**src/ctc_pkg.sv**
```systemverilog
// package: trigger selection codes, states and command/status carriers
package ctc_pkg;
  localparam int CTC_SEL_W = 8;
  // selection codes, one bit each except disabled (zero), so capabilities can be or-ed together
  localparam logic [7:0] CTC_SEL_DISABLED = 8'h00;
  localparam logic [7:0] CTC_SEL_HW_FALLING = 8'h01;
  localparam logic [7:0] CTC_SEL_HW_RISING = 8'h02;
  localparam logic [7:0] CTC_SEL_PRE_FALLING = 8'h04;
  localparam logic [7:0] CTC_SEL_PRE_RISING = 8'h08;
  localparam logic [7:0] CTC_SEL_SYNC_FALLING = 8'h10;
  localparam logic [7:0] CTC_SEL_SYNC_RISING = 8'h20;
  localparam logic [7:0] CTC_SEL_SOFT = 8'h40;
  localparam logic [7:0] CTC_SEL_RESET = 8'h00;
  localparam logic [7:0] CTC_CAPS =
    CTC_SEL_HW_FALLING | CTC_SEL_HW_RISING | CTC_SEL_SOFT;
  // query codes
  localparam logic [1:0] CTC_Q_SELECTION = 2'h0;
  localparam logic [1:0] CTC_Q_INPUT_LEVEL = 2'h1;
  localparam logic [1:0] CTC_Q_CAPABILITIES = 2'h2;
  // one capture lasts this many cycles (sensor busy), 100 us at 20 MHz
  localparam int CTC_CLK_HZ = 20000000;
  localparam int CTC_CAPTURE_US = 100;
  localparam int CTC_CAPTURE_CYC = CTC_CAPTURE_US * (CTC_CLK_HZ / 1000000);
  typedef enum logic [1:0] {CTC_ST_STANDBY, CTC_ST_FREERUN, CTC_ST_TRIGGER} ctc_state_e;
  typedef struct packed {
    logic sel_valid;
    logic [7:0] sel_code;
    logic standby;
    logic single_capture;
    logic continuous_capture;
    logic stop_capture;
    logic force_capture;
    logic query_valid;
    logic [1:0] query_code;
  } ctc_cmd_s;
  typedef struct packed {
    logic done;
    logic err_capture_state;
    logic [7:0] data;
  } ctc_rsp_s;
endpackage : ctc_pkg

```
**src/ctc_trigger_ctrl.sv**
```systemverilog
// camera capture trigger control: mode select, edge pacing, capture starts
// Operation
// - selecting a trigger mode in standby leaves standby and enters that mode
// - hardware mode holds a single capture request pending until the chosen edge
// - soft mode single capture request captures one image at once
// - soft mode continuous request repeats triggered captures until stopped
// - force command in hardware mode starts one capture without an edge, unless the sensor is busy
// - disabling the trigger puts the camera into freerun
// - with trigger disabled the trigger input level is readable
// - selection query returns the currently selected trigger mode
// - capability query returns all supported mode codes or-ed together
// - unsupported codes, force outside hardware mode and captures in standby are refused with an error
// - pre-trigger and synchronized edge modes unsupported and not reported
module ctc_trigger_ctrl
  import ctc_pkg::*;
#(
  parameter int CAPTURE_CYCLES = CTC_CAPTURE_CYC
)
(
  input wire logic ref_clk_in,
  input wire logic rstn_in,
  input wire ctc_pkg::ctc_cmd_s cmd_in,
  input wire logic trig_pin_in,
  output ctc_pkg::ctc_rsp_s rsp_out,
  output ctc_pkg::ctc_state_e state_out,
  output logic capture_start_out,
  output logic capture_busy_out,
  output logic pending_out,
  output logic continuous_out,
  output logic [7:0] selection_out
);
  import ctc_pkg::*;

  ctc_state_e state_reg;
  logic [7:0] sel_reg;
  logic pending_reg;
  logic cont_reg;
  logic start_reg;
  ctc_rsp_s rsp_reg;
  logic pin_level;
  logic pin_rise;
  logic pin_fall;
  logic busy;
  logic hw_mode;
  logic soft_mode;
  logic edge_hit;
  logic start_now;
  logic sel_ok;
  logic req_bad;

  function automatic logic ctc_sel_supported(input logic [7:0] code);
    ctc_sel_supported = (code == CTC_SEL_DISABLED) || (code == CTC_SEL_HW_FALLING) ||
      (code == CTC_SEL_HW_RISING) || (code == CTC_SEL_SOFT);
  endfunction : ctc_sel_supported

  ctc_edge_det u_edge
  (
    .ref_clk_in(ref_clk_in),
    .rstn_in(rstn_in),
    .pin_in(trig_pin_in),
    .level_out(pin_level),
    .rise_out(pin_rise),
    .fall_out(pin_fall)
  );

  ctc_capture_timer #(.CYCLES(CAPTURE_CYCLES)) u_timer
  (
    .ref_clk_in(ref_clk_in),
    .rstn_in(rstn_in),
    .start_in(start_now),
    .busy_out(busy),
    .done_out()
  );

  assign hw_mode = (state_reg == CTC_ST_TRIGGER) &&
    (sel_reg == CTC_SEL_HW_FALLING || sel_reg == CTC_SEL_HW_RISING);
  assign soft_mode = (state_reg == CTC_ST_TRIGGER) && (sel_reg == CTC_SEL_SOFT);
  // edge chosen by the selection
  assign edge_hit = hw_mode &&
    ((sel_reg == CTC_SEL_HW_FALLING) ? pin_fall : pin_rise);
  // pre and sync codes are rejected here, so they never become a mode
  assign sel_ok = ctc_sel_supported(cmd_in.sel_code);

  // a request is wrong for the state: unsupported code, force outside
  // hardware mode, or any capture while in standby
  always_comb
  begin
    req_bad = 1'b0;
    if (cmd_in.sel_valid && !sel_ok)
      req_bad = 1'b1;
    if (cmd_in.force_capture && !hw_mode)
      req_bad = 1'b1;
    if ((cmd_in.single_capture || cmd_in.continuous_capture) &&
        state_reg == CTC_ST_STANDBY)
      req_bad = 1'b1;
  end

  // capture start: a busy sensor delays pending and continuous starts, but a force or an edge that comes while busy is dropped
  always_comb
  begin
    start_now = 1'b0;
    if (!busy)
    begin
      if (state_reg == CTC_ST_FREERUN)
        start_now = 1'b1;
      else if (soft_mode && (cont_reg || pending_reg))
        start_now = 1'b1;
      else if (hw_mode && pending_reg && edge_hit)
        start_now = 1'b1;
      else if (hw_mode && cmd_in.force_capture)
        start_now = 1'b1;
    end
  end

  // operating state and selection
  always_ff @(posedge ref_clk_in)
  begin
    if (!rstn_in)
    begin
      state_reg <= CTC_ST_FREERUN;
      sel_reg <= CTC_SEL_RESET;
    end
    else if (cmd_in.sel_valid && sel_ok)
    begin
      sel_reg <= cmd_in.sel_code;
      if (cmd_in.sel_code == CTC_SEL_DISABLED)
        state_reg <= CTC_ST_FREERUN;
      else
        state_reg <= CTC_ST_TRIGGER;
    end
    else if (cmd_in.standby)
      state_reg <= CTC_ST_STANDBY;
  end

  // pending single request; a hardware edge only serves a waiting request
  always_ff @(posedge ref_clk_in)
  begin
    if (!rstn_in)
      pending_reg <= 1'b0;
    else if (cmd_in.sel_valid || cmd_in.standby)
      pending_reg <= 1'b0;
    else if (cmd_in.single_capture && state_reg == CTC_ST_TRIGGER)
      pending_reg <= 1'b1;
    else if (start_now && (hw_mode ? edge_hit : soft_mode))
      pending_reg <= 1'b0;
  end

  // continuous sequence in soft mode
  always_ff @(posedge ref_clk_in)
  begin
    if (!rstn_in)
      cont_reg <= 1'b0;
    else if (cmd_in.sel_valid || cmd_in.standby || cmd_in.stop_capture)
      cont_reg <= 1'b0;
    else if (cmd_in.continuous_capture && soft_mode)
      cont_reg <= 1'b1;
  end

  always_ff @(posedge ref_clk_in)
  begin
    if (!rstn_in)
      start_reg <= 1'b0;
    else
      start_reg <= start_now;
  end

  // query answers and error flag, one cycle after the command
  always_ff @(posedge ref_clk_in)
  begin
    if (!rstn_in)
      rsp_reg <= '0;
    else
    begin
      rsp_reg.done <= cmd_in.query_valid || cmd_in.sel_valid || cmd_in.force_capture ||
        cmd_in.single_capture || cmd_in.continuous_capture;
      rsp_reg.err_capture_state <= req_bad;
      rsp_reg.data <= 8'h00;
      if (cmd_in.query_valid)
      begin
        case (cmd_in.query_code)
          CTC_Q_SELECTION: rsp_reg.data <= sel_reg;
          CTC_Q_INPUT_LEVEL: rsp_reg.data <= {7'h00, pin_level};
          CTC_Q_CAPABILITIES: rsp_reg.data <= CTC_CAPS;
          default: rsp_reg.data <= 8'h00;
        endcase
      end
    end
  end

  assign rsp_out = rsp_reg;
  assign state_out = state_reg;
  assign capture_start_out = start_reg;
  assign capture_busy_out = busy;
  assign pending_out = pending_reg;
  assign continuous_out = cont_reg;
  assign selection_out = sel_reg;
endmodule : ctc_trigger_ctrl

```
**src/ctc_edge_det.sv**
```systemverilog
// synchroniser and edge detector for the external trigger pin
module ctc_edge_det
  import ctc_pkg::*;
(
  input wire logic ref_clk_in,
  input wire logic rstn_in,
  input wire logic pin_in,
  output logic level_out,
  output logic rise_out,
  output logic fall_out
);
  logic meta_reg;
  logic sync_reg;
  logic last_reg;
  // first flop feeds only the second one
  always_ff @(posedge ref_clk_in)
  begin
    if (!rstn_in)
    begin
      meta_reg <= 1'b0;
      sync_reg <= 1'b0;
      last_reg <= 1'b0;
    end
    else
    begin
      meta_reg <= pin_in;
      sync_reg <= meta_reg;
      last_reg <= sync_reg;
    end
  end
  assign level_out = sync_reg;
  assign rise_out = sync_reg & ~last_reg;
  assign fall_out = ~sync_reg & last_reg;
endmodule : ctc_edge_det

```
**src/ctc_capture_timer.sv**
```systemverilog
// capture pacing timer: busy for a fixed number of cycles after a start
module ctc_capture_timer
  import ctc_pkg::*;
#(
  parameter int CYCLES = CTC_CAPTURE_CYC
)
(
  input wire logic ref_clk_in,
  input wire logic rstn_in,
  input wire logic start_in,
  output logic busy_out,
  output logic done_out
);
  localparam int CW = $clog2(CYCLES + 1);
  logic [CW-1:0] cnt_reg;
  logic done_reg;
  // a zero length would never mark the sensor busy and let starts pile up
  if (CYCLES < 1)
  begin : g_len_chk
    $error("capture length must be at least one cycle");
  end
  always_ff @(posedge ref_clk_in)
  begin
    if (!rstn_in)
    begin
      cnt_reg <= '0;
      done_reg <= 1'b0;
    end
    else
    begin
      done_reg <= (cnt_reg == CW'(1));
      if (start_in && cnt_reg == '0)
        cnt_reg <= CW'(CYCLES);
      else if (cnt_reg != '0)
        cnt_reg <= cnt_reg - CW'(1);
    end
  end
  assign busy_out = (cnt_reg != '0);
  assign done_out = done_reg;
endmodule : ctc_capture_timer

```
**config.mk**
```make
export PLATFORM = sky130hd
export DESIGN_NAME = ctc_trigger_ctrl
export DESIGN_NICKNAME = d
export VERILOG_FILES = /design/src/ctc_pkg.sv /design/src/ctc_trigger_ctrl.sv /design/src/ctc_edge_det.sv /design/src/ctc_capture_timer.sv
export SDC_FILE = /design/constraint.sdc
export NUM_CORES = 1
export LEC_CHECK = 0
export ABC_AREA = 1
export BUFFER_PORTS_ARGS = -buffer_cell sky130_fd_sc_hd__buf_2
export CAP_MARGIN = 20
export CORE_ASPECT_RATIO = 1.75
export CORE_MARGIN = 8
export CORE_UTILIZATION = 40
export CTS_BUF_LIST = sky130_fd_sc_hd__clkbuf_4 sky130_fd_sc_hd__clkbuf_8 sky130_fd_sc_hd__clkbuf_16
export CTS_CLUSTER_DIAMETER = 100
export CTS_CLUSTER_SIZE = 24
export DETAILED_ROUTE_END_ITERATION = 16
export HOLD_SLACK_MARGIN = 0.15
export MAX_ROUTING_LAYER = met4
export PLACE_DENSITY_LB_ADDON = 0.25
export SETUP_SLACK_MARGIN = 0.2
export SKIP_CTS_REPAIR_TIMING = 1
export SLEW_MARGIN = 20
export SYNTH_ARGS = -nofsm -noshare
export SYNTH_HDL_FRONTEND = slang
export SYNTH_SLANG_ARGS = --single-unit
```
**constraint.sdc**
```tcl
create_clock -name ref_clk_in -period 2.08 [get_ports ref_clk_in]
set_input_delay 0.104 -clock ref_clk_in [delete_from_list [all_inputs] [get_ports ref_clk_in]]
set_output_delay 0.104 -clock ref_clk_in [all_outputs]
set_load 0.05 [all_outputs]
```
== After elaboration in Yosys (flattened, before gate mapping) ==
Index checks and enable logic that the tools add are counted.
Cells by class
  add/subtract/negate cells: 1
  $mul: 0
  divide/modulo/power cells: 0
  $lt $le $gt $ge: 0
  equality and inequality tests: 10
  shift-type cells: 0
  multiplexer cells: 18
  bitwise logic cells: 5
  reduce and logical (&&, ||, !) cells: 41
Operators with widths (number)
  $pmux 8 s3: 1
  $mux 11: 2
  $eq 8x1->1 const B: 2
  $eq 8x2->1 const B: 2
  $eq 8x7->1 const B: 2
  $logic_and 1x1->1: 15
  $logic_or 1x1->1: 12
  $mux 1: 12
  $logic_not 11->1: 1
  $reduce_bool 11->1: 1
  $sub 11x1->11 const B: 1
  $logic_not 8->1: 1
  $mux 2: 3
  $reduce_bool 2->1: 3
  $reduce_or 2->1: 3
  $eq 2x1->1 const B: 2
  $eq 2x2->1 const B: 2
  $logic_not 2->1: 2
  $not 1->1: 3
  $and 1x1->1: 2
  $logic_not 1->1: 2
  $reduce_and 2->1: 1
Storage, ports and cells
  bits in registers: 37
  latch bits: 0
  RAM bits: 0
  ROM bits: 0
  bits of input ports: 20
  output and inout port bits: 24
  word-level logic and storage cells: 88
  memories kept: 0

== Depth between registers and ports, before layout ==
Gate-level depths: netlist of the first run.
  depth after elaboration: 12
  depth in mapped cells: 12
  mapped depth without buffers: 12

== Cells and area by module ==
From an unflattened synthesis of the first run, not the netlist that was laid out.
Second synthesis, totals
  cell total of the unflattened synthesis: 264
  area total of the unflattened synthesis: 1841.8 µm²
Modules (own cells, without submodules)
  ctc_trigger_ctrl: times used 1, cells an instance 144, area each 1032.2 µm², seq. area each 460.4 µm²
  ctc_capture_timer: times used 1, cells an instance 107, area each 709.4 µm², seq. area each 240.2 µm²
  ctc_edge_det: times used 1, cells an instance 13, area each 100.1 µm², seq. area each 60.1 µm²

== Least setup slack after synthesis of the first run ==
OpenSTA, ideal clock, no wires.
  path type: flip-flop to flip-flop
  start point: register sel_reg[0] (netlist: selection_out[0])
  end point: register u_timer.cnt_reg[0]
  library setup time: 0.117 ns
  data arrival time: 1.538 ns
  required time: 1.963 ns
  path slack: 0.425 ns
  stages on the path, launching flop included: 12
  path buffers: 0
  period minus slack after synthesis: 1.655 ns
  cells stage by stage: dfxtp_1 -> inv_1 -> nor2_1 -> nand2_1 -> nand2_1 -> nand2_1 -> inv_1 -> nand3_1 -> nand2_1 -> nand2_1 -> nand2_2 -> a21oi_1
Between the ends
  word-level cells in the longest chain between the ends: 11
  elaborated cells between the ends (all ways): 19
  classes of those cells: 3 x eq/ne; 6 x mux; 10 x reduce/logical
Ends and longest elaborated chain
  start, declared: line ctc_trigger_ctrl.sv:35  | logic [7:0] sel_reg;
  start signal, assigned: line ctc_trigger_ctrl.sv:125  | sel_reg <= cmd_in.sel_code;
  $eq 8x1->1 / $eq 8x2->1 (equally long branches): line ctc_trigger_ctrl.sv:76, ctc_trigger_ctrl.sv:80
  $logic_or 1x1->1: line ctc_trigger_ctrl.sv:76  | (sel_reg == CTC_SEL_HW_FALLING || sel_reg == CTC_SEL_HW_RISING);
  $logic_and 1x1->1: line ctc_trigger_ctrl.sv:75  | assign hw_mode = (state_reg == CTC_ST_TRIGGER) &&
  $logic_and 1x1->1 (on tied branches): line ctc_trigger_ctrl.sv:110, ctc_trigger_ctrl.sv:79, ctc_trigger_ctrl.sv:108
  $mux 1 / $logic_and 1x1->1 (equally long branches): line ctc_trigger_ctrl.sv:110, ctc_trigger_ctrl.sv:108
  $mux 1: line ctc_trigger_ctrl.sv:108  | else if (hw_mode && pending_reg && edge_hit)
  $mux 1 *: line ctc_trigger_ctrl.sv:106  | else if (soft_mode && (cont_reg || pending_reg))
  $mux 1 *: line ctc_trigger_ctrl.sv:104  | if (state_reg == CTC_ST_FREERUN)
  $mux 1 *: line ctc_trigger_ctrl.sv:102  | if (!busy)
  $logic_and 1x1->1 *: line ctc_capture_timer.sv:32  | if (start_in && cnt_reg == '0)
  $reduce_or 2->1 (no source line) *
  end signal, assigned: line ctc_capture_timer.sv:33  | cnt_reg <= CW'(CYCLES);
  end signal, assigned: line ctc_capture_timer.sv:35  | cnt_reg <= cnt_reg - CW'(1);
  end, declared: line ctc_capture_timer.sv:15  | logic [CW-1:0] cnt_reg;
Mark *: on every way between the ends. The rest lies on a longest branch, timed or not.
A chain may end at the register's enable or synchronous reset.

== Worst setup path after layout of the first run ==
  start point: register u_timer.cnt_reg[0]
  end point: output port capture_busy_out
Between the ends
  word-level cells in the longest chain between the ends: 1
Ends and longest elaborated chain
  $reduce_bool 11->1: line ctc_capture_timer.sv:38  | assign busy_out = (cnt_reg != '0);
  end, declared: line ctc_trigger_ctrl.sv:27  | output logic capture_busy_out,
Every way passes these cells.

==> results.sh, run 1 <==
export IMPL_status="finished, final reports clean"
export IMPL_largest_reg_flops=11
export IMPL_ys_types=24
export IMPL_cts_made_buffers=5
export IMPL_cp_num_buf_inv=3
export IMPL_die_x_um=64.3
export IMPL_wl_per_cell_um=12.4
export IMPL_root_buffer="clkbuf_8"
export IMPL_port_buffer_count=43
export IMPL_core_sq_um=4030
export IMPL_layout_nets=312
export IMPL_cp_arrival_ns=1.67
export IMPL_ys_warn_count=0
export IMPL_synth_edf_count=0
export IMPL_path_class="flip-flop to output port"
export IMPL_clockBufferDepth=2
export IMPL_grt_antenna_before_repair=0
export IMPL_cts_tree="yes"
export IMPL_place_area_sq_um=1900
export IMPL_fin_skew_ns=0.00347
export IMPL_path_cells="inv_1 > ha_1 > nand2_1 > nor2_2 > nand3b_1 > nor2_4 > inv_2 > buf_4"
export IMPL_dp_hpwl_mm=3.30
export IMPL_tightestPinTransition_ns=0.376
export IMPL_p_leak_uw=0.00107
export IMPL_yosysTopAreaCell="dfxtp_1"
export IMPL_reg2reg_from="u_timer.cnt_reg[0]"
export IMPL_initial_core_util_pct=40.5
export IMPL_h_tree_depth=2
export IMPL_slew_violations=0
export IMPL_antenna_left=0
export IMPL_grt_pass1_vias=1630
export IMPL_worstSkewPairLatency_ns=0.28
export IMPL_synth_nets=253
export IMPL_cp_max_fo=4
export IMPL_hold_path_startpoint="cmd_in[9]"
export IMPL_stdcell_area_sq_um=2120
export IMPL_whs_ns=0.133
export IMPL_min_period_over_period_pct=85.4
export IMPL_final_hold_viol_count=0
export IMPL_ys_flop_type="dfxtp_1"
export IMPL_p_per_area_nw_per_um2=1120
export IMPL_wl_mm=4.23
export IMPL_grt_max_degree=16
export IMPL_max_slew_margin_pct=74.9
export IMPL_clock_fmax_mhz=563
export IMPL_synth_most_common_cell="nand2_1"
export IMPL_route_detailed_drc=0
export IMPL_die_area_sq_um=6470
export IMPL_drt_iter0_drc=50
export IMPL_syn_to_final_growth_pct=29.7
export IMPL_cap_violations=0
export IMPL_num_io_pins=44
export IMPL_die_h_um=101
export IMPL_slowest_stage="dfxtp_1"
export IMPL_syn_inst=232
export IMPL_worst_setup_path_start_kind="flip-flop"
export IMPL_placementRows=31
export IMPL_startpoint="u_timer.cnt_reg[0]"
export IMPL_gp_congestion=0.844
export IMPL_synth_top_area_share_pct=45.3
export IMPL_drtPass1Iterations=4
export IMPL_crit_family="simple AND/OR/NAND/NOR gates"
export IMPL_fin_setup_tns_ns=0
export IMPL_rsz0062_at_grt="false"
export IMPL_clk_pin_slew_ns=0.07
export IMPL_avgSynthCellArea_sq_um=7.05
export IMPL_via_count=1620
export IMPL_fin_util_pct=52.6
export IMPL_ys_seq_area_share_pct=45.3
export IMPL_drive_above_1_share_pct=22.3
export IMPL_critPathCaptureType="output port"
export IMPL_async_reset_ff_share_pct=0
export IMPL_antenna_cells=0
export IMPL_clkSinkCount=37
export IMPL_grt_pass1_wl_mm=6.96
export IMPL_ys_ff_latch=37
export IMPL_worstPathRequired_ns=1.98
export IMPL_finalSetupViolations=0
export IMPL_synth_area_leaders="dfxtp_1 (45%), nand2_1 (11%), inv_1 (9.0%)"
export IMPL_viasPerCell=4.76
export IMPL_synthTopCellsByCount="nand2_1 (48), inv_1 (39), dfxtp_1 (37)"
export IMPL_gr_total_overflow=0
export IMPL_hold_path_class="input pin to flip-flop"
export IMPL_cp_slowest_stage_delay_ns=0.32
export IMPL_synth_area_sq_um=1640
export IMPL_ir_worst_vdd_v=0.000574
export IMPL_post_route_min_period_ns=1.78
export IMPL_grt_usage_pct=13.7
==> cell type report <==
cell class	instances	area [sq um]
fillers	432	1910
flip-flops and latches	37	741
multi-input cells	152	736
repair buffers	54	325
inverters	41	154
clock buffers	5	68.8
well taps	49	61.3
clock inverters	2	35.0
==> per-layer routing <==
metal	vias to the layer above	GRT usage, %	part of all wire, %	wire length [um]
met1	740	12.5	40	1700
met3	7	3.01	2.9	121
met4	0	5.57	1.7	74
li1	844	-	-	-
met2	29	26.2	55	2330
met5	-	-	0	0
==> stage by stage <==
stage	total power, uW	worst slack, ns	cells
global placement	1750	0.510	322
floorplan	1560	0.425	232
finish	2380	0.304	340
global route	2550	0.207	340
CTS	2350	0.259	329
detailed placement	1750	0.469	322
==> cells in the final DEF, fill, tap and decap left out, types with 2 or more instances in the layout <==
master and instances:
a21oi_1 20, buf_2 42, buf_4 2, clkbuf_8 5
dfxtp_1 37, dlygate4sd3_1 10, inv_1 39, inv_2 2
nand2_1 48, nand3_1 15, nand3b_1 2, nor2_1 29
nor2_2 2, nor2_4 2, nor3_1 13, nor3_2 2
o21ai_0 5, or2_2 4, xor2_1 2
==> kinds of logic (layout without fill, tap and decap cells) <==
kind of cell	Yosys count	in the layout	synth area share [%]
flip-flops	37	37	45.3
AO/OA/AOI/OAI	28	28	9.18
buffers and inverters	43	102	9.87
adder cells (fa/ha/maj)	1	1	0.765
XOR/XNOR	3	3	1.61
AND/OR/NAND/NOR	120	120	33.3
==> report_power, final <==
part	switching (uW)	internal [uW]	leakage, uW	total, uW
logic	538	332	0.000709	869
clock network	248	348	0.0000540	597
registers	99.2	819	0.000302	918
total	885	1500	0.00107	2380
==> final timing paths <==
check / endpoint / slack (ns) / depth (start not counted)
worst max-delay path: capture_busy_out / 0.30 / 8
worst min register to register: u_edge.level_out / 0.42 / 2
worst max register to register: u_timer.cnt_reg[3] / 0.39 / 10
worst min-delay path: selection_out[1] / 0.13 / 3
==> worst reg2reg max path, stage by stage, from the launching register on <==
cell      delay (ns)
dfxtp_1         0.32
inv_1           0.09
ha_1            0.18
nand2_1         0.10
nor2_2          0.12
nand3b_1        0.15
nor2_4          0.18
buf_4           0.13
nand2_1         0.10
nand2_2         0.16
a21oi_1         0.06
No activity file was read; power rests on OpenSTA's default activity.
==> inputs of run 2 (changes only) <==
--- a/config.mk
+++ b/config.mk
@@ -8,7 +8,6 @@
 export ABC_AREA = 1
 export BUFFER_PORTS_ARGS = -buffer_cell sky130_fd_sc_hd__buf_2
 export CAP_MARGIN = 20
-export CORE_ASPECT_RATIO = 1.75
 export CORE_MARGIN = 8
 export CORE_UTILIZATION = 40
 export CTS_BUF_LIST = sky130_fd_sc_hd__clkbuf_4 sky130_fd_sc_hd__clkbuf_8 sky130_fd_sc_hd__clkbuf_16
==> run 2 against run 1 <==
Net effect:
- clock power decreased by 19%
- final area unchanged
- worst setup slack improved by 0.0094 ns
- die area decreased by 1.2%
- global-route usage decreased by 0.67 points
- worst hold slack got worse by 0.00071 ns
- sequential cell count unchanged
- via count decreased by 2.2%
- critical path type unchanged
- critical endpoint unchanged
- largest cell class unchanged
==> results.sh, run 2 (same netlist as run 1, synthesis figures left out) <==
export IMPL_status="finished, final reports clean"
export IMPL_h_tree_depth=2
export IMPL_slew_violations=0
export IMPL_hold_path_class="input pin to flip-flop"
export IMPL_largest_reg_flops=11
export IMPL_gp_congestion=0.893
export IMPL_antenna_cells=0
export IMPL_clock_power_share_pct=21.3
export IMPL_syn_to_final_growth_pct=29.7
export IMPL_die_area_sq_um=6390
export IMPL_hold_path_startpoint="cmd_in[9]"
export IMPL_via_count=1585
export IMPL_cap_violations=0
export IMPL_reg2reg_from="u_timer.cnt_reg[0]"
export IMPL_path_cells="inv_2 > ha_2 > nand2_1 > nor2_2 > nand3b_1 > nor2_4 > inv_2 > buf_6"
export IMPL_clkSinkCount=37
export IMPL_combPwrFrac_pct=38.6
export IMPL_max_slew_margin_pct=75.5
export IMPL_drt_iter0_drc=62
export IMPL_clock_fmax_mhz=566
export IMPL_cts_tree="yes"
export IMPL_fin_skew_ns=0.00576
export IMPL_worstSkewPairLatency_ns=0.28
export IMPL_cp_slowest_stage_delay_ns=0.33
export IMPL_finalNonFillerCells=343
export IMPL_die_h_um=79.9
export IMPL_r2r_slack_ns=0.47
export IMPL_critPathCaptureType="output port"
export IMPL_core_sq_um=3970
export IMPL_path_class="flip-flop to output port"
export IMPL_cp_max_fo=5
export IMPL_crit_top_cell="inv_2"
export IMPL_worst_setup_path_start_kind="flip-flop"
export IMPL_switchingPower_uw=868
export IMPL_fin_util_pct=53.4
export IMPL_slowest_stage="dfxtp_1"
export IMPL_min_period_over_period_pct=84.9
export IMPL_dp_cells=323
export IMPL_antenna_left=0
export IMPL_grt_antenna_before_repair=0
export IMPL_num_io_pins=44
export IMPL_cts_made_buffers=5
export IMPL_gr_total_overflow=0
export IMPL_ir_worst_vdd_v=0.000391
export IMPL_viasPerCell=4.62
export IMPL_p_int_uw=1410
export IMPL_layout_commonest_cell="nand2_1"
export IMPL_route_detailed_drc=0
export IMPL_clockBufferDepth=2
export IMPL_grt_pass1_wl_mm=6.62
export IMPL_worstPathRequired_ns=1.98
export IMPL_root_buffer="clkbuf_8"
export IMPL_tightestPinTransition_ns=0.367
export IMPL_wl_per_cell_um=11.1
export IMPL_final_cell_mix="nand2_1 (48), buf_2 (42), inv_1 (38)"
export IMPL_fin_setup_tns_ns=0
export IMPL_rsz0062_at_grt="false"
export IMPL_grt_max_degree=16
export IMPL_final_hold_viol_count=0
export IMPL_post_route_min_period_ns=1.77
export IMPL_dp_hpwl_mm=2.98
export IMPL_whs_endpoint="selection_out[1]"
export IMPL_p_per_area_nw_per_um2=1080
export IMPL_grt_pass1_vias=1608
export IMPL_reg2reg_depth=11
export IMPL_seq_power_share_pct=40.1
export IMPL_drtPass1Iterations=4
export IMPL_drive_above_1_share_pct=23.2
export IMPL_p_leak_uw=0.00106
export IMPL_crit_family="simple AND/OR/NAND/NOR gates"
export IMPL_timing_rr_end="u_timer.cnt_reg[5]"
export IMPL_wl_mm=3.81
export IMPL_die_x_um=79.9
export IMPL_cp_arrival_ns=1.66
export IMPL_placementRows=23
export IMPL_layout_nets=313
export IMPL_port_buffer_count=43
export IMPL_switching_share_pct=38.1
export IMPL_clk_pin_slew_ns=0.07
export IMPL_whs_path_depth=3
export IMPL_grt_usage_pct=13.0
export IMPL_cp_num_buf_inv=3
export IMPL_initial_core_util_pct=41.2
export IMPL_finalSetupViolations=0
## run 2: how the worst max path moves through the flow
stage / start / end / slack, ns / depth (start not counted)
global placement: u_timer.cnt_reg[0] / u_timer.cnt_reg[4] / 0.50 / 9
finish: u_timer.cnt_reg[0] / capture_busy_out / 0.31 / 8
global route: u_timer.cnt_reg[0] / capture_busy_out / 0.19 / 8
detailed placement: u_timer.cnt_reg[0] / u_timer.cnt_reg[3] / 0.48 / 9
CTS: u_timer.cnt_reg[0] / capture_busy_out / 0.25 / 8
floorplan: selection_out[0] / u_timer.cnt_reg[0] / 0.42 / 11
## run 2: power groups by stage
stage / clock (uW) / sequential (uW) / combinational, uW
final: 486 / 914 / 880
after CTS: 498 / 911 / 821
after global placement: 0 / 926 / 809
after global routing: 537 / 933 / 995
after detailed placement: 0 / 925 / 815
after floorplan: 0 / 939 / 622
## run 2: cell type report
type	instances	area, sq um
clock buffers	6	76.3
multi-input cells	152	738
flip-flops and latches	37	741
inverters	41	154
well taps	50	62.6
repair buffers	55	339
fillers	394	1850
clock inverters	2	10.0
## run 2: layer usage
layer	global-route usage, %	wire length, um	vias to the layer above
met5	-	0	-
met4	4.91	54	0
met3	3.15	129	4
met2	21.4	1810	38
met1	14.9	1820	698
li1	-	-	845
## run 2: per-stage QoR
| step | instance area, sq um | power (uW) | hold slack [ns] | setup WS (ns) |
|---|---|---|---|---|
| floorplan | 1640 | 1560 | 0.202 | 0.425 |
| global placement | 1910 | 1730 | 0.290 | 0.504 |
| detailed placement | 1910 | 1740 | 0.297 | 0.484 |
| CTS | 1990 | 2230 | 0.00173 | 0.250 |
| global route | 2120 | 2460 | 0.163 | 0.186 |
| finish | 2120 | 2280 | 0.132 | 0.313 |
## run 2: worst reg2reg max path, stage by stage, from the launching register on
cell	delay [ns]
dfxtp_1	0.33
inv_2	0.07
ha_2	0.18
nand2_1	0.09
nor2_2	0.14
nand3b_1	0.16
nor2_4	0.19
inv_2	0.07
nand3_2	0.08
o21ai_0	0.08
nand2_1	0.08
nor2_2	0.03
==> inputs of run 3 (changes only) <==
==> constraint.sdc (replaced) <==
create_clock -name ref_clk_in -period 1.7 [get_ports ref_clk_in]
set_input_delay 0.085 -clock ref_clk_in [delete_from_list [all_inputs] [get_ports ref_clk_in]]
set_output_delay 0.085 -clock ref_clk_in [all_outputs]
set_load 0.05 [all_outputs]
==> run 3 against run 2 <==
Net effect:
- critical path depth decreased by 1
- largest cell class is now multi-input combinational cells
- cell count up 1.7%
- highest routed layer unchanged
- utilization is 3.8 points higher
- critical endpoint unchanged
- register-to-register slack worse by 0.28 ns
==> results.sh, run 3 (same netlist as run 1, synthesis figures left out) <==
export IMPL_drive_above_1_share_pct=30.4
export IMPL_cts_made_buffers=5
export IMPL_viasPerCell=4.70
export IMPL_layout_commonest_cell="nand2_1"
export IMPL_initial_core_util_pct=41.2
export IMPL_ir_worst_vdd_v=0.000726
export IMPL_post_route_min_period_ns=1.64
export IMPL_core_sq_um=3970
export IMPL_cap_violations=0
export IMPL_tightestPinTransition_ns=0.431
export IMPL_slew_violations=0
export IMPL_clkSinkCount=37
export IMPL_path_cells="nor2_1 > nand2_4 > nor2_4 > nand3b_1 > nor2_4 > inv_6 > buf_8"
export IMPL_grt_pass1_vias=1532
export IMPL_crit_family="simple AND/OR/NAND/NOR gates"
export IMPL_path_depth=7
export IMPL_syn_to_final_growth_pct=38.9
export IMPL_crit_top_cell="nor2_4"
export IMPL_fillerInstances=379
export IMPL_max_slew_margin_pct=71.2
export IMPL_cp_slowest_stage_delay_ns=0.33
export IMPL_cts_tree="yes"
export IMPL_layout_nets=319
export IMPL_status="finished, final reports clean"
export IMPL_reg2reg_from="u_timer.cnt_reg[2]"
export IMPL_grt_max_degree=16
export IMPL_critPathCaptureType="output port"
export IMPL_h_tree_depth=2
export IMPL_wl_mm=4.14
export IMPL_total_power_uw=3200
export IMPL_rsz0062_at_grt="true"
export IMPL_worst_setup_path_start_kind="flip-flop"
export IMPL_whs_path_depth=3
export IMPL_placementRows=23
export IMPL_min_period_over_period_pct=96.3
export IMPL_gp_congestion=0.827
export IMPL_antenna_left=0
export IMPL_cp_num_buf_inv=2
export IMPL_root_buffer="clkbuf_8"
export IMPL_num_io_pins=44
export IMPL_final_hold_viol_count=0
export IMPL_via_count=1641
export IMPL_worstPathRequired_ns=1.62
export IMPL_fin_skew_ns=0.00448
export IMPL_whs_endpoint="u_edge.meta_reg"
export IMPL_grt_usage_pct=13.0
export IMPL_die_area_sq_um=6390
export IMPL_worstSkewPairLatency_ns=0.30
export IMPL_r2r_slack_ns=0.19
export IMPL_clockBufferDepth=2
export IMPL_p_leak_uw=0.00112
export IMPL_wl_per_cell_um=11.9
export IMPL_grt_pass1_wl_mm=6.48
export IMPL_die_h_um=79.9
export IMPL_antenna_cells=0
export IMPL_layout_setup_ws_ns=0.0624
export IMPL_gr_total_overflow=0
export IMPL_cp_arrival_ns=1.55
export IMPL_final_cell_mix="nand2_1 (45), buf_2 (42), inv_1 (36)"
export IMPL_reg2reg_depth=8
export IMPL_clock_fmax_mhz=611
export IMPL_drtPass1Iterations=4
export IMPL_place_area_sq_um=1950
export IMPL_stdcell_area_sq_um=2270
export IMPL_cp_max_fo=5
export IMPL_fin_util_pct=57.2
export IMPL_route_detailed_drc=0
export IMPL_port_buffer_count=43
export IMPL_die_x_um=79.9
export IMPL_largest_reg_flops=11
export IMPL_drt_iter0_drc=71
export IMPL_finalSetupViolations=0
export IMPL_path_class="flip-flop to output port"
export IMPL_hold_path_startpoint="rstn_in"
export IMPL_place_ws_ns=0.116
export IMPL_hold_path_class="input pin to flip-flop"
export IMPL_timing_rr_end="u_timer.cnt_reg[1]"
export IMPL_clk_pin_slew_ns=0.08
export IMPL_slowest_stage="dfxtp_1"
export IMPL_dp_hpwl_mm=3.07
export IMPL_startpoint="u_timer.cnt_reg[2]"
export IMPL_grt_antenna_before_repair=0
export IMPL_p_per_area_nw_per_um2=1410
[run 3: worst reg2reg max path: stages, from the launching register on]
cell and delay [ns]:
dfxtp_1 0.33, nor2_1 0.20, nand2_4 0.09, nor2_4 0.09
nand3b_1 0.14, nor2_4 0.20, nand2_1 0.17, nand2_4 0.13
a21oi_1 0.05
[run 3: per-stage QoR]
| stage | cells | hold WS, ns | setup TNS (ns) |
|---|---|---|---|
| 2_1_floorplan | 232 | 0.183 | 0 |
| 3_3_place_gp | 324 | 0.271 | 0 |
| 3_5_place_dp | 324 | 0.276 | 0 |
| 4_1_cts | 332 | -0.0358 | -0.0735 |
| 5_1_grt | 349 | 0.158 | -0.0272 |
| 6_report | 349 | 0.145 | 0 |
[run 3: cell type report]
| cell class | instances | area (sq um) | share of cell area, % |
|---|---|---|---|
| Multi-Input combinational cell | 152 | 778 | 34.3 |
| Sequential cell | 37 | 756 | 33.3 |
| Timing Repair Buffer | 61 | 395 | 17.4 |
| Inverter | 41 | 159 | 7.00 |
| Clock buffer | 6 | 82.6 | 3.64 |
| Tap cell | 50 | 62.6 | 2.75 |
| Clock inverter | 2 | 37.5 | 1.65 |
[run 3: where the power goes]
| part | leakage, uW | total, uW | internal, uW | switching [uW] |
|---|---|---|---|---|
| Clock | 0.0000574 | 805 | 477 | 329 |
| Sequential | 0.000307 | 1130 | 1010 | 121 |
| Combinational | 0.000753 | 1260 | 534 | 731 |
| Total | 0.00112 | 3200 | 2020 | 1180 |
[run 3: worst max-delay path by stage]
stage | endpoint | slack (ns)
after detailed placement | u_timer.cnt_reg[1] | 0.12
after global placement | u_timer.cnt_reg[3] | 0.17
after CTS | capture_busy_out | -0.07
after global routing | capture_busy_out | -0.03
after floorplan | u_timer.cnt_reg[5] | 0.20
final | capture_busy_out | 0.06
[run 3: metal layers]
metal / track usage, % / part of all wire (%)
met5: - / 0
met4: 6.55 / 1.9
met3: 3.15 / 3.0
met2: 21.1 / 50
met1: 14.6 / 45
